### src/pdm_pkg.sv
// Constants and types shared by the pin drive-mode port
package pdm_pkg;

	// Register byte offsets
	localparam logic [7:0] OFF_OUT_VALUE = 8'h00;
	localparam logic [7:0] OFF_PIN_STATE = 8'h04;
	localparam logic [7:0] OFF_DM0 = 8'h08;
	localparam logic [7:0] OFF_DM1 = 8'h0C;
	localparam logic [7:0] OFF_DM2 = 8'h10;
	localparam logic [7:0] OFF_HW_SEL = 8'h14;
	localparam logic [7:0] OFF_IN_EN = 8'h18;
	localparam logic [7:0] OFF_REGULATED = 8'h1C;
	localparam logic [7:0] OFF_INT_RISE = 8'h20;
	localparam logic [7:0] OFF_INT_FALL = 8'h24;
	localparam logic [7:0] OFF_INT_STATUS = 8'h28;
	localparam logic [7:0] OFF_USB_EN = 8'h2C;
	localparam logic [7:0] OFF_PIN_BASE = 8'h40;

	// Per-pin register field positions
	localparam int PIN_OUT_BIT = 0;
	localparam int PIN_DM_LSB = 1;
	localparam int PIN_HW_SEL_BIT = 4;
	localparam int PIN_IN_EN_BIT = 5;
	localparam int PIN_STATE_BIT = 6;
	localparam int PIN_RISE_BIT = 7;
	localparam int PIN_FALL_BIT = 8;

	// Drive modes
	localparam logic [2:0] DM_HIZ_ANALOG = 3'h0;
	localparam logic [2:0] DM_HIZ_DIGITAL = 3'h1;
	localparam logic [2:0] DM_RES_UP = 3'h2;
	localparam logic [2:0] DM_RES_DOWN = 3'h3;
	localparam logic [2:0] DM_OD_LOW = 3'h4;
	localparam logic [2:0] DM_OD_HIGH = 3'h5;
	localparam logic [2:0] DM_STRONG = 3'h6;
	localparam logic [2:0] DM_RES_BOTH = 3'h7;

	// Reset values of the other registers
	localparam logic [31:0] RESET_ZERO = 32'h0000_0000;

	// Driver state of one pin
	typedef struct packed {
		logic strong_hi;
		logic strong_lo;
		logic res_hi;
		logic res_lo;
		logic in_en;
	} pdm_drive_t;

endpackage

### src/pdm_port.sv
// Pin drive-mode port: drive decode, pin state, edge interrupts, APB registers
// Operation
// - Every pin has its own three-bit drive mode field, eight modes on general and special pins.
// - Mode 0 is the reset default: no driver, no digital input on general and special pins; USB pins drive strong low for 0.
// - High-impedance analog mode gives no digital input at all.
// - Mode 1: driver off, input buffer on.
// - Mode 2 resistive high/strong low; mode 3 strong high/resistive low; input usable.
// - Mode 4 floats for 1, strong low for 0.
// - Mode 5 strong high for 1, floats for 0; open-drain input usable.
// - Mode 6 strong high for 1, strong low for 0.
// - Mode 7 resistive high for 1, resistive low for 0.
// - Special pins in regulated mode have no resistive drive.
// - Output value from system signal when hardware select set, else data register.
// - Pin input updates pin state and feeds system when input enabled.
// - Pin state register is separate from the output data register.
// - Port-wide and per-pin registers reach the same state, except USB pin mode bits, which only per-pin writes change.
// - Interrupt per pin on rising, falling or both edges.
// - One interrupt line for the whole port.
// - Port reset state is set by the user.
// - USB pin, pull 0 drive 0: float for 1, strong low for 0.
// - USB pin drive 1 strong both; pull 1 drive 0 resistive high, strong low.
// - USB pins in USB mode ignore drive and pull bits.
// - Port-wide mode writes leave USB pin mode bits unchanged.
// - Selected edge sets the pin status bit and requests an interrupt.
`timescale 1ns/10ps
module pdm_port #(
	parameter int NUM_PINS = 8,
	parameter logic [7:0] SPECIAL_MASK = 8'h00,
	parameter logic [7:0] USB_MASK = 8'hC0,
	parameter logic [7:0] RESET_OUT = 8'h00,
	parameter logic [23:0] RESET_DM = 24'h000000
) (
	// Clock, reset, enable
	input wire logic pclk,
	input wire logic presetn,
	input wire logic ce,
	// APB slave
	input wire logic psel,
	input wire logic penable,
	input wire logic pwrite,
	input wire logic [7:0] paddr,
	input wire logic [31:0] pwdata,
	output logic [31:0] prdata,
	output logic pready,
	output logic pslverr,
	// Routed digital system
	input wire logic [NUM_PINS-1:0] sys_out,
	output logic [NUM_PINS-1:0] sys_in,
	// USB core drive for the USB-capable pins
	input wire logic [NUM_PINS-1:0] usb_tx_val,
	input wire logic [NUM_PINS-1:0] usb_tx_oe_n,
	// Pins
	input wire logic [NUM_PINS-1:0] pin_in,
	output logic [NUM_PINS-1:0] pin_out,
	output logic [NUM_PINS-1:0] pin_oe_n,
	output logic [NUM_PINS-1:0] pin_pull_up,
	output logic [NUM_PINS-1:0] pin_pull_dn,
	// Port interrupt
	output logic port_irq
);

	// Programmed state
	logic [NUM_PINS-1:0] output_value_reg;
	logic [2:0] drive_mode_field [NUM_PINS];
	logic [NUM_PINS-1:0] hw_output_select;
	logic [NUM_PINS-1:0] in_enable;
	logic [NUM_PINS-1:0] regulated;
	logic [NUM_PINS-1:0] int_rise;
	logic [NUM_PINS-1:0] int_fall;
	logic [NUM_PINS-1:0] int_status;
	logic usb_enable;

	// Pin input path
	logic [NUM_PINS-1:0] pin_sync1;
	logic [NUM_PINS-1:0] pin_sync2;
	logic [NUM_PINS-1:0] pin_state_reg;
	logic [NUM_PINS-1:0] pin_state_prev;
	logic [NUM_PINS-1:0] edge_event;

	// Drive decode
	pdm_pkg::pdm_drive_t drive [NUM_PINS];
	logic [NUM_PINS-1:0] port_output_value;

	// Bus decode
	logic access;
	logic wr_en;
	logic rd_en;
	logic pin_hit;
	logic [7:0] pin_index;
	logic [31:0] pin_word;
	logic mapped;

	function automatic logic hit(input logic [7:0] addr, input logic [7:0] off);
		hit = (addr == off);
	endfunction

	// Drive state of a general or special pin for one mode and data value
	function automatic pdm_pkg::pdm_drive_t decode_mode(input logic [2:0] dm, input logic v,
			input logic no_res);
		pdm_pkg::pdm_drive_t d;
		d = '0;
		d.in_en = 1'b1;
		unique case (dm)
			pdm_pkg::DM_HIZ_ANALOG: begin
				d.in_en = 1'b0;
			end
			pdm_pkg::DM_HIZ_DIGITAL: begin
				d.in_en = 1'b1;
			end
			pdm_pkg::DM_RES_UP: begin
				d.res_hi = v;
				d.strong_lo = !v;
			end
			pdm_pkg::DM_RES_DOWN: begin
				d.strong_hi = v;
				d.res_lo = !v;
			end
			pdm_pkg::DM_OD_LOW: begin
				d.strong_lo = !v;
			end
			pdm_pkg::DM_OD_HIGH: begin
				d.strong_hi = v;
			end
			pdm_pkg::DM_STRONG: begin
				d.strong_hi = v;
				d.strong_lo = !v;
			end
			pdm_pkg::DM_RES_BOTH: begin
				d.res_hi = v;
				d.res_lo = !v;
			end
		endcase
		// Regulated special pins cannot pull through the series resistor
		if (no_res) begin
			d.res_hi = 1'b0;
			d.res_lo = 1'b0;
		end
		return d;
	endfunction

	// Reduced scheme of the USB-capable pins: bit 0 drive, bit 1 pull
	function automatic pdm_pkg::pdm_drive_t decode_usb(input logic [2:0] dm, input logic v);
		pdm_pkg::pdm_drive_t d;
		d = '0;
		d.in_en = 1'b1;
		d.strong_lo = !v;
		if (dm[0]) begin
			d.strong_hi = v;
		end else if (dm[1]) begin
			d.res_hi = v;
		end
		return d;
	endfunction

	// APB decode; always ready, no wait states
	assign access = psel && penable;
	assign wr_en = access && pwrite && ce;
	assign rd_en = access && !pwrite && ce;
	assign pready = access;
	assign pin_hit = (paddr >= pdm_pkg::OFF_PIN_BASE) && (paddr[1:0] == 2'h0) &&
		(((paddr - pdm_pkg::OFF_PIN_BASE) >> 2) < 8'(NUM_PINS));
	assign pin_index = 8'((paddr - pdm_pkg::OFF_PIN_BASE) >> 2);
	assign mapped = pin_hit || hit(paddr, pdm_pkg::OFF_OUT_VALUE) || hit(paddr, pdm_pkg::OFF_PIN_STATE) ||
		hit(paddr, pdm_pkg::OFF_DM0) || hit(paddr, pdm_pkg::OFF_DM1) || hit(paddr, pdm_pkg::OFF_DM2) ||
		hit(paddr, pdm_pkg::OFF_HW_SEL) || hit(paddr, pdm_pkg::OFF_IN_EN) ||
		hit(paddr, pdm_pkg::OFF_REGULATED) || hit(paddr, pdm_pkg::OFF_INT_RISE) ||
		hit(paddr, pdm_pkg::OFF_INT_FALL) || hit(paddr, pdm_pkg::OFF_INT_STATUS) ||
		hit(paddr, pdm_pkg::OFF_USB_EN);
	assign pslverr = access && !mapped;

	// Output data register, port and pin views
	always_ff @(posedge pclk or negedge presetn) begin
		if (!presetn) begin
			output_value_reg <= RESET_OUT[NUM_PINS-1:0];
		end else if (wr_en) begin
			if (hit(paddr, pdm_pkg::OFF_OUT_VALUE)) begin
				output_value_reg <= pwdata[NUM_PINS-1:0];
			end else if (pin_hit) begin
				output_value_reg[pin_index[2:0]] <= pwdata[pdm_pkg::PIN_OUT_BIT];
			end
		end
	end

	// Drive mode fields, port bit planes and per-pin form
	always_ff @(posedge pclk or negedge presetn) begin
		if (!presetn) begin
			for (int i = 0; i < NUM_PINS; i++) begin
				drive_mode_field[i] <= RESET_DM[3*i +: 3];
			end
		end else if (wr_en) begin
			for (int i = 0; i < NUM_PINS; i++) begin
				if (!USB_MASK[i]) begin
					if (hit(paddr, pdm_pkg::OFF_DM0)) begin
						drive_mode_field[i][0] <= pwdata[i];
					end
					if (hit(paddr, pdm_pkg::OFF_DM1)) begin
						drive_mode_field[i][1] <= pwdata[i];
					end
					if (hit(paddr, pdm_pkg::OFF_DM2)) begin
						drive_mode_field[i][2] <= pwdata[i];
					end
				end
				if (pin_hit && pin_index == 8'(i)) begin
					drive_mode_field[i] <= pwdata[pdm_pkg::PIN_DM_LSB +: 3];
				end
			end
		end
	end

	// Output source select and input enable
	always_ff @(posedge pclk or negedge presetn) begin
		if (!presetn) begin
			hw_output_select <= pdm_pkg::RESET_ZERO[NUM_PINS-1:0];
			in_enable <= pdm_pkg::RESET_ZERO[NUM_PINS-1:0];
		end else if (wr_en) begin
			if (hit(paddr, pdm_pkg::OFF_HW_SEL)) begin
				hw_output_select <= pwdata[NUM_PINS-1:0];
			end else if (hit(paddr, pdm_pkg::OFF_IN_EN)) begin
				in_enable <= pwdata[NUM_PINS-1:0];
			end else if (pin_hit) begin
				hw_output_select[pin_index[2:0]] <= pwdata[pdm_pkg::PIN_HW_SEL_BIT];
				in_enable[pin_index[2:0]] <= pwdata[pdm_pkg::PIN_IN_EN_BIT];
			end
		end
	end

	// Regulated output and USB mode selects
	always_ff @(posedge pclk or negedge presetn) begin
		if (!presetn) begin
			regulated <= pdm_pkg::RESET_ZERO[NUM_PINS-1:0];
			usb_enable <= 1'b0;
		end else if (wr_en) begin
			if (hit(paddr, pdm_pkg::OFF_REGULATED)) begin
				regulated <= pwdata[NUM_PINS-1:0] & SPECIAL_MASK[NUM_PINS-1:0];
			end
			if (hit(paddr, pdm_pkg::OFF_USB_EN)) begin
				usb_enable <= pwdata[0];
			end
		end
	end

	// Interrupt edge selects
	always_ff @(posedge pclk or negedge presetn) begin
		if (!presetn) begin
			int_rise <= pdm_pkg::RESET_ZERO[NUM_PINS-1:0];
			int_fall <= pdm_pkg::RESET_ZERO[NUM_PINS-1:0];
		end else if (wr_en) begin
			if (hit(paddr, pdm_pkg::OFF_INT_RISE)) begin
				int_rise <= pwdata[NUM_PINS-1:0];
			end else if (hit(paddr, pdm_pkg::OFF_INT_FALL)) begin
				int_fall <= pwdata[NUM_PINS-1:0];
			end else if (pin_hit) begin
				int_rise[pin_index[2:0]] <= pwdata[pdm_pkg::PIN_RISE_BIT];
				int_fall[pin_index[2:0]] <= pwdata[pdm_pkg::PIN_FALL_BIT];
			end
		end
	end

	// Pin synchroniser
	always_ff @(posedge pclk or negedge presetn) begin
		if (!presetn) begin
			pin_sync1 <= pdm_pkg::RESET_ZERO[NUM_PINS-1:0];
			pin_sync2 <= pdm_pkg::RESET_ZERO[NUM_PINS-1:0];
		end else if (ce) begin
			pin_sync1 <= pin_in;
			pin_sync2 <= pin_sync1;
		end
	end

	// Pin state, held at zero where the input buffer is off
	always_ff @(posedge pclk or negedge presetn) begin
		if (!presetn) begin
			pin_state_reg <= pdm_pkg::RESET_ZERO[NUM_PINS-1:0];
			pin_state_prev <= pdm_pkg::RESET_ZERO[NUM_PINS-1:0];
		end else if (ce) begin
			for (int i = 0; i < NUM_PINS; i++) begin
				pin_state_reg[i] <= pin_sync2[i] & drive[i].in_en;
			end
			pin_state_prev <= pin_state_reg;
		end
	end

	assign edge_event = (int_rise & pin_state_reg & ~pin_state_prev) |
		(int_fall & ~pin_state_reg & pin_state_prev);

	// Interrupt status: a new edge wins over a read clear
	always_ff @(posedge pclk or negedge presetn) begin
		if (!presetn) begin
			int_status <= pdm_pkg::RESET_ZERO[NUM_PINS-1:0];
		end else if (ce) begin
			if (rd_en && hit(paddr, pdm_pkg::OFF_INT_STATUS)) begin
				int_status <= edge_event;
			end else begin
				int_status <= int_status | edge_event;
			end
		end
	end

	// Drive decode per pin
	genvar g;
	generate
		for (g = 0; g < NUM_PINS; g++) begin : g_pin
			assign port_output_value[g] = hw_output_select[g] ? sys_out[g] : output_value_reg[g];
			always_comb begin
				if (USB_MASK[g] && usb_enable) begin
					drive[g] = '0;
					drive[g].in_en = 1'b1;
					drive[g].strong_hi = !usb_tx_oe_n[g] && usb_tx_val[g];
					drive[g].strong_lo = !usb_tx_oe_n[g] && !usb_tx_val[g];
				end else if (USB_MASK[g]) begin
					drive[g] = decode_usb(drive_mode_field[g], port_output_value[g]);
				end else begin
					drive[g] = decode_mode(drive_mode_field[g], port_output_value[g], regulated[g]);
				end
			end
		end
	endgenerate

	// Registered pin drive and system input
	always_ff @(posedge pclk or negedge presetn) begin
		if (!presetn) begin
			pin_out <= pdm_pkg::RESET_ZERO[NUM_PINS-1:0];
			pin_oe_n <= '1;
			pin_pull_up <= pdm_pkg::RESET_ZERO[NUM_PINS-1:0];
			pin_pull_dn <= pdm_pkg::RESET_ZERO[NUM_PINS-1:0];
			sys_in <= pdm_pkg::RESET_ZERO[NUM_PINS-1:0];
		end else if (ce) begin
			for (int i = 0; i < NUM_PINS; i++) begin
				pin_out[i] <= drive[i].strong_hi;
				pin_oe_n[i] <= !(drive[i].strong_hi || drive[i].strong_lo);
				pin_pull_up[i] <= drive[i].res_hi;
				pin_pull_dn[i] <= drive[i].res_lo;
			end
			sys_in <= pin_state_reg & in_enable;
		end
	end

	assign port_irq = |int_status;

	// Per-pin view word
	always_comb begin
		pin_word = '0;
		if (pin_hit && pin_index < 8'(NUM_PINS)) begin
			pin_word[pdm_pkg::PIN_OUT_BIT] = output_value_reg[pin_index[2:0]];
			pin_word[pdm_pkg::PIN_DM_LSB +: 3] = drive_mode_field[pin_index[2:0]];
			pin_word[pdm_pkg::PIN_HW_SEL_BIT] = hw_output_select[pin_index[2:0]];
			pin_word[pdm_pkg::PIN_IN_EN_BIT] = in_enable[pin_index[2:0]];
			pin_word[pdm_pkg::PIN_STATE_BIT] = pin_state_reg[pin_index[2:0]];
			pin_word[pdm_pkg::PIN_RISE_BIT] = int_rise[pin_index[2:0]];
			pin_word[pdm_pkg::PIN_FALL_BIT] = int_fall[pin_index[2:0]];
		end
	end

	// Read mux
	always_comb begin
		prdata = '0;
		if (pin_hit) begin
			prdata = pin_word;
		end else begin
			for (int i = 0; i < NUM_PINS; i++) begin
				unique case (1'b1)
					hit(paddr, pdm_pkg::OFF_OUT_VALUE): prdata[i] = output_value_reg[i];
					hit(paddr, pdm_pkg::OFF_PIN_STATE): prdata[i] = pin_state_reg[i];
					hit(paddr, pdm_pkg::OFF_DM0): prdata[i] = drive_mode_field[i][0];
					hit(paddr, pdm_pkg::OFF_DM1): prdata[i] = drive_mode_field[i][1];
					hit(paddr, pdm_pkg::OFF_DM2): prdata[i] = drive_mode_field[i][2];
					hit(paddr, pdm_pkg::OFF_HW_SEL): prdata[i] = hw_output_select[i];
					hit(paddr, pdm_pkg::OFF_IN_EN): prdata[i] = in_enable[i];
					hit(paddr, pdm_pkg::OFF_REGULATED): prdata[i] = regulated[i];
					hit(paddr, pdm_pkg::OFF_INT_RISE): prdata[i] = int_rise[i];
					hit(paddr, pdm_pkg::OFF_INT_FALL): prdata[i] = int_fall[i];
					hit(paddr, pdm_pkg::OFF_INT_STATUS): prdata[i] = int_status[i];
					default: prdata[i] = 1'b0;
				endcase
			end
			if (hit(paddr, pdm_pkg::OFF_USB_EN)) begin
				prdata[0] = usb_enable;
			end
		end
	end

endmodule

### config.mk
export PLATFORM = sky130hd
export DESIGN_NAME = pdm_port
export DESIGN_NICKNAME = d
export VERILOG_FILES = /design/src/pdm_pkg.sv /design/src/pdm_port.sv
export SDC_FILE = /design/constraint.sdc
export NUM_CORES = 1
export LEC_CHECK = 0
export BUFFER_PORTS_ARGS = -buffer_cell sky130_fd_sc_hd__buf_4
export CORE_MARGIN = 8
export CORE_UTILIZATION = 52
export DETAILED_ROUTE_END_ITERATION = 10
export PLACE_DENSITY = 0.78
export SYNTH_ARGS = -nofsm -noshare
export SYNTH_HDL_FRONTEND = slang
export SYNTH_SLANG_ARGS = --single-unit
### constraint.sdc
create_clock -name pclk -period 2.25 [get_ports pclk]
set_input_delay 0.45 -clock pclk [delete_from_list [all_inputs] [get_ports pclk]]
set_output_delay 0.45 -clock pclk [all_outputs]
set_load 0.01 [all_outputs]
==> impl_metrics.json <==
{
  "run_status": "finished with violations",
  "violations": "negative hold slack, negative setup slack",
  "detail-route-antenna-nets": 0,
  "num-fill-cells": 1227,
  "dieHeight_um": 146.2,
  "synth_cells": 895,
  "numClockSinks": 143,
  "root_buffer": "clkbuf_16",
  "fin_skew_ns": 0.009085,
  "syn_to_final_growth_pct": 33.26,
  "antenna_found_initial": 0,
  "detail_route.wl_per_cell_um": 25.92,
  "grt_max_degree": 117,
  "fin_area_um2": 11760,
  "place_hpwl_um": 23720,
  "clock_latency_ns": 0.43,
  "relSlewSlack_pct": 51.71,
  "cts_tree": "built",
  "initial_core_util_pct": 53.19,
  "grt_pass1_vias": 8581,
  "fin_cells": 1322,
  "ios": 153,
  "dieArea_um2": 21390,
  "cts_max_level": 4,
  "grt.overflow.total": 0,
  "fmaxAchievable_ghz": 0.4008,
  "ys_warn_count": 0,
  "post-route-period-util_pct": 110.9,
  "post-route-min-period_ns": 2.495,
  "synthMostInstantiatedCell": "dfrtp_1",
  "rsz0062_at_grt": "true",
  "largest_reg_flops": 24,
  "critPathBufInv": 1,
  "cp.arrival_ns": 2.04,
  "setup-violations-final": 8,
  "ys.flop_type": "dfrtp_1",
  "first_pass_iters": 8,
  "postSynthAreaPerCell_um2": 9.856,
  "leakage_uw": 0.005133,
  "worstPathMaxFanout": 4,
  "synth_seq_area_share_pct": 40.68,
  "place_area_um2": 10430,
  "reg2reg_to": "pin_oe_n[0]$_DFFE_PN1P_",
  "track_usage_pct": 31.16,
  "dieWidth_um": 146.2,
  "vias": 8823,
  "synth-async-reset-ratio_pct": 100.0,
  "synth_common_cells": "dfrtp_1, a21oi_1, clkbuf_1",
  "drt_wl_total_um": 34260,
  "clkSlewWorstSetupHoldPaths_ns": 0.07,
  "netlist_area_um2": 8821,
  "core.rowCount": 47,
  "synth.distinct_cells": 65,
  "top_register": "drive_mode_field",
  "place_inst": 1255,
  "rr_worst_depth": 5,
  "synth_edf_count": 0,
  "slowest_stage": "dfrtp_2",
  "vias_per_cell": 6.674,
  "num_antenna_cells": 0,
  "worstMarginPinSlew_ns": 0.7041,
  "end_kind": "primary output",
  "synth_largest_area_cell": "dfrtp_1",
  "synth_area_leaders": "dfrtp_1, mux2_2, a2bb2oi_1",
  "p_total_uw": 6663,
  "initialDrtViolationCount": 1215,
  "crit_family": "multiplexers",
  "crit_path_start_kind": "register",
  "cts_buffers": 17,
  "drive_gt1_share_pct": 41.38,
  "crit_chain": "mux4_2 > mux2_4 > nand2_1 > nand4_1 > buf_4",
  "ir_worst_vdd_mv": 0.5233,
  "port_buffers": 92,
  "ys_ff_latch": 143,
  "tns_ns": -1.349,
  "nets": 1167,
  "drc": 0,
  "powerDensity_nw_per_um2": 566.8,
  "design.core.area_um2": 16580,
  "grt_pass1_wl_um": 51580,
  "place.gp.congestion": 1.004,
  "finalHoldViolCount": 6,
  "hold_class": "primary input to asynchronous set/reset pin",
  "postLayoutSetupSlackWorst_ns": -0.2450,
  "synth_top_cell_area_share_pct": 38.30,
  "critPathKind": "register to primary output",
  "cts_buffer_depth": 2,
  "cp.required_ns": 1.80,
  "slew_viol_final": 0,
  "dpl_worst_slack_ns": -0.3609,
  "hold_slack_ns": -0.007337,
  "slowest_delay_ns": 0.46,
  "regToRegStartpoint": "hw_output_select[0]$_DFFE_PN0P_",
  "cts_hold_buf": 0,
  "cap_violations": 0,
  "r2r_slack_ns": 0.61
}
-- layer usage --
layer	wire length (um)	vias up	share of wire [%]	global-route usage (%)
met4	1733	0	5.1	14.58
met5	0	-	0	0
met3	3989	154	12	8.560
li1	-	3705	-	-
met1	12700	4260	37	38.89
met2	15840	704	46	49.35
-- logic make-up after synthesis --
kind of cell / Yosys count / share of synthesized area [%]
and+or+nand+nor: 193 / 12.41
muxes: 107 / 15.38
DFF: 143 / 40.68
buffers and inverters: 149 / 8.326
xor gates and xnor gates: 18 / 1.787
AOI/OAI and AO/OA: 284 / 21.38
other: 1 / 0.04251
-- worst register-to-register path, delay by kind of cell, from the launching register on --
| family | cells | cell delay, ns |
|---|---|---|
| compound gates | 2 | 0.28 |
| xor+xnor | 1 | 0.16 |
| flops | 1 | 0.35 |
| mux | 1 | 0.62 |
| buf+inv | 1 | 0.16 |
-- layout by cell type (no fill, tap or decap), drive strengths merged, types with 6 or more instances in the layout --
cell type and n:
nor2b 6, mux2 58, clkbuf 18, o22ai 43, nand3 24, inv 34
conb 25, a22o 9, a21oi 84, clkinv 7, o211ai 10, xor2 12
a31oi 10, nor3 11, dfrtp 135, nand3b 15, xnor2 6, o32ai 12
dfstp 8, nand2 45, nand4 12, a2bb2oi 50, o21ai 41, or2 7
mux4 17, mux2i 32, nor4 6, or3 11, buf 270, nor2 30
-- through the flow --
stage                     util (%)  hold WS (ns)
final                        70.88     -0.007337
after global routing         70.88       0.02009
after CTS                    69.80       0.01171
after detailed placement     62.89        0.4699
after global placement       62.89        0.4678
after floorplan                  -        0.1544
-- worst max-delay path by stage --
stage,from,to,slack (ns),depth (start not counted)
6_report,drive_mode_field[6]$_DFFE_PN0P_,prdata[1],-0.24,5
5_1_grt,drive_mode_field[23]$_DFFE_PN0P_,prdata[3],-0.25,5
4_1_cts,drive_mode_field[23]$_DFFE_PN0P_,prdata[3],-0.21,5
3_5_place_dp,paddr[7],prdata[0],-0.36,6
3_3_place_gp,paddr[7],prdata[0],-0.35,6
2_1_floorplan,paddr[7],prdata[0],-0.15,8
-- timing repair --
| item | 4_1_cts | 5_1_grt |
|---|---|---|
| cloned | 4 | 0 |
| setup endpoints to repair | 10 | 10 |
| pin swaps | 10 | 11 |
| gates resized for setup | 73 | 24 |
| setup buffers | 16 | 15 |
-- cell type report --
class	count	area [um2]	share of cell area, %
clock buffer	18	439.2	3.736
clock inverter	14	151.4	1.288
inverter	29	108.9	0.9260
multi-input combinational	627	4841	41.18
sequential	143	3601	30.63
tap	220	275.3	2.342
timing repair buffer	271	2338	19.89
-- where the power goes --
group	internal, uW	total (uW)	switching (uW)
Combinational	472	1030	554
Clock	1590	2840	1250
Sequential	2700	2800	99.8
(Power assumes the default switching activity.)
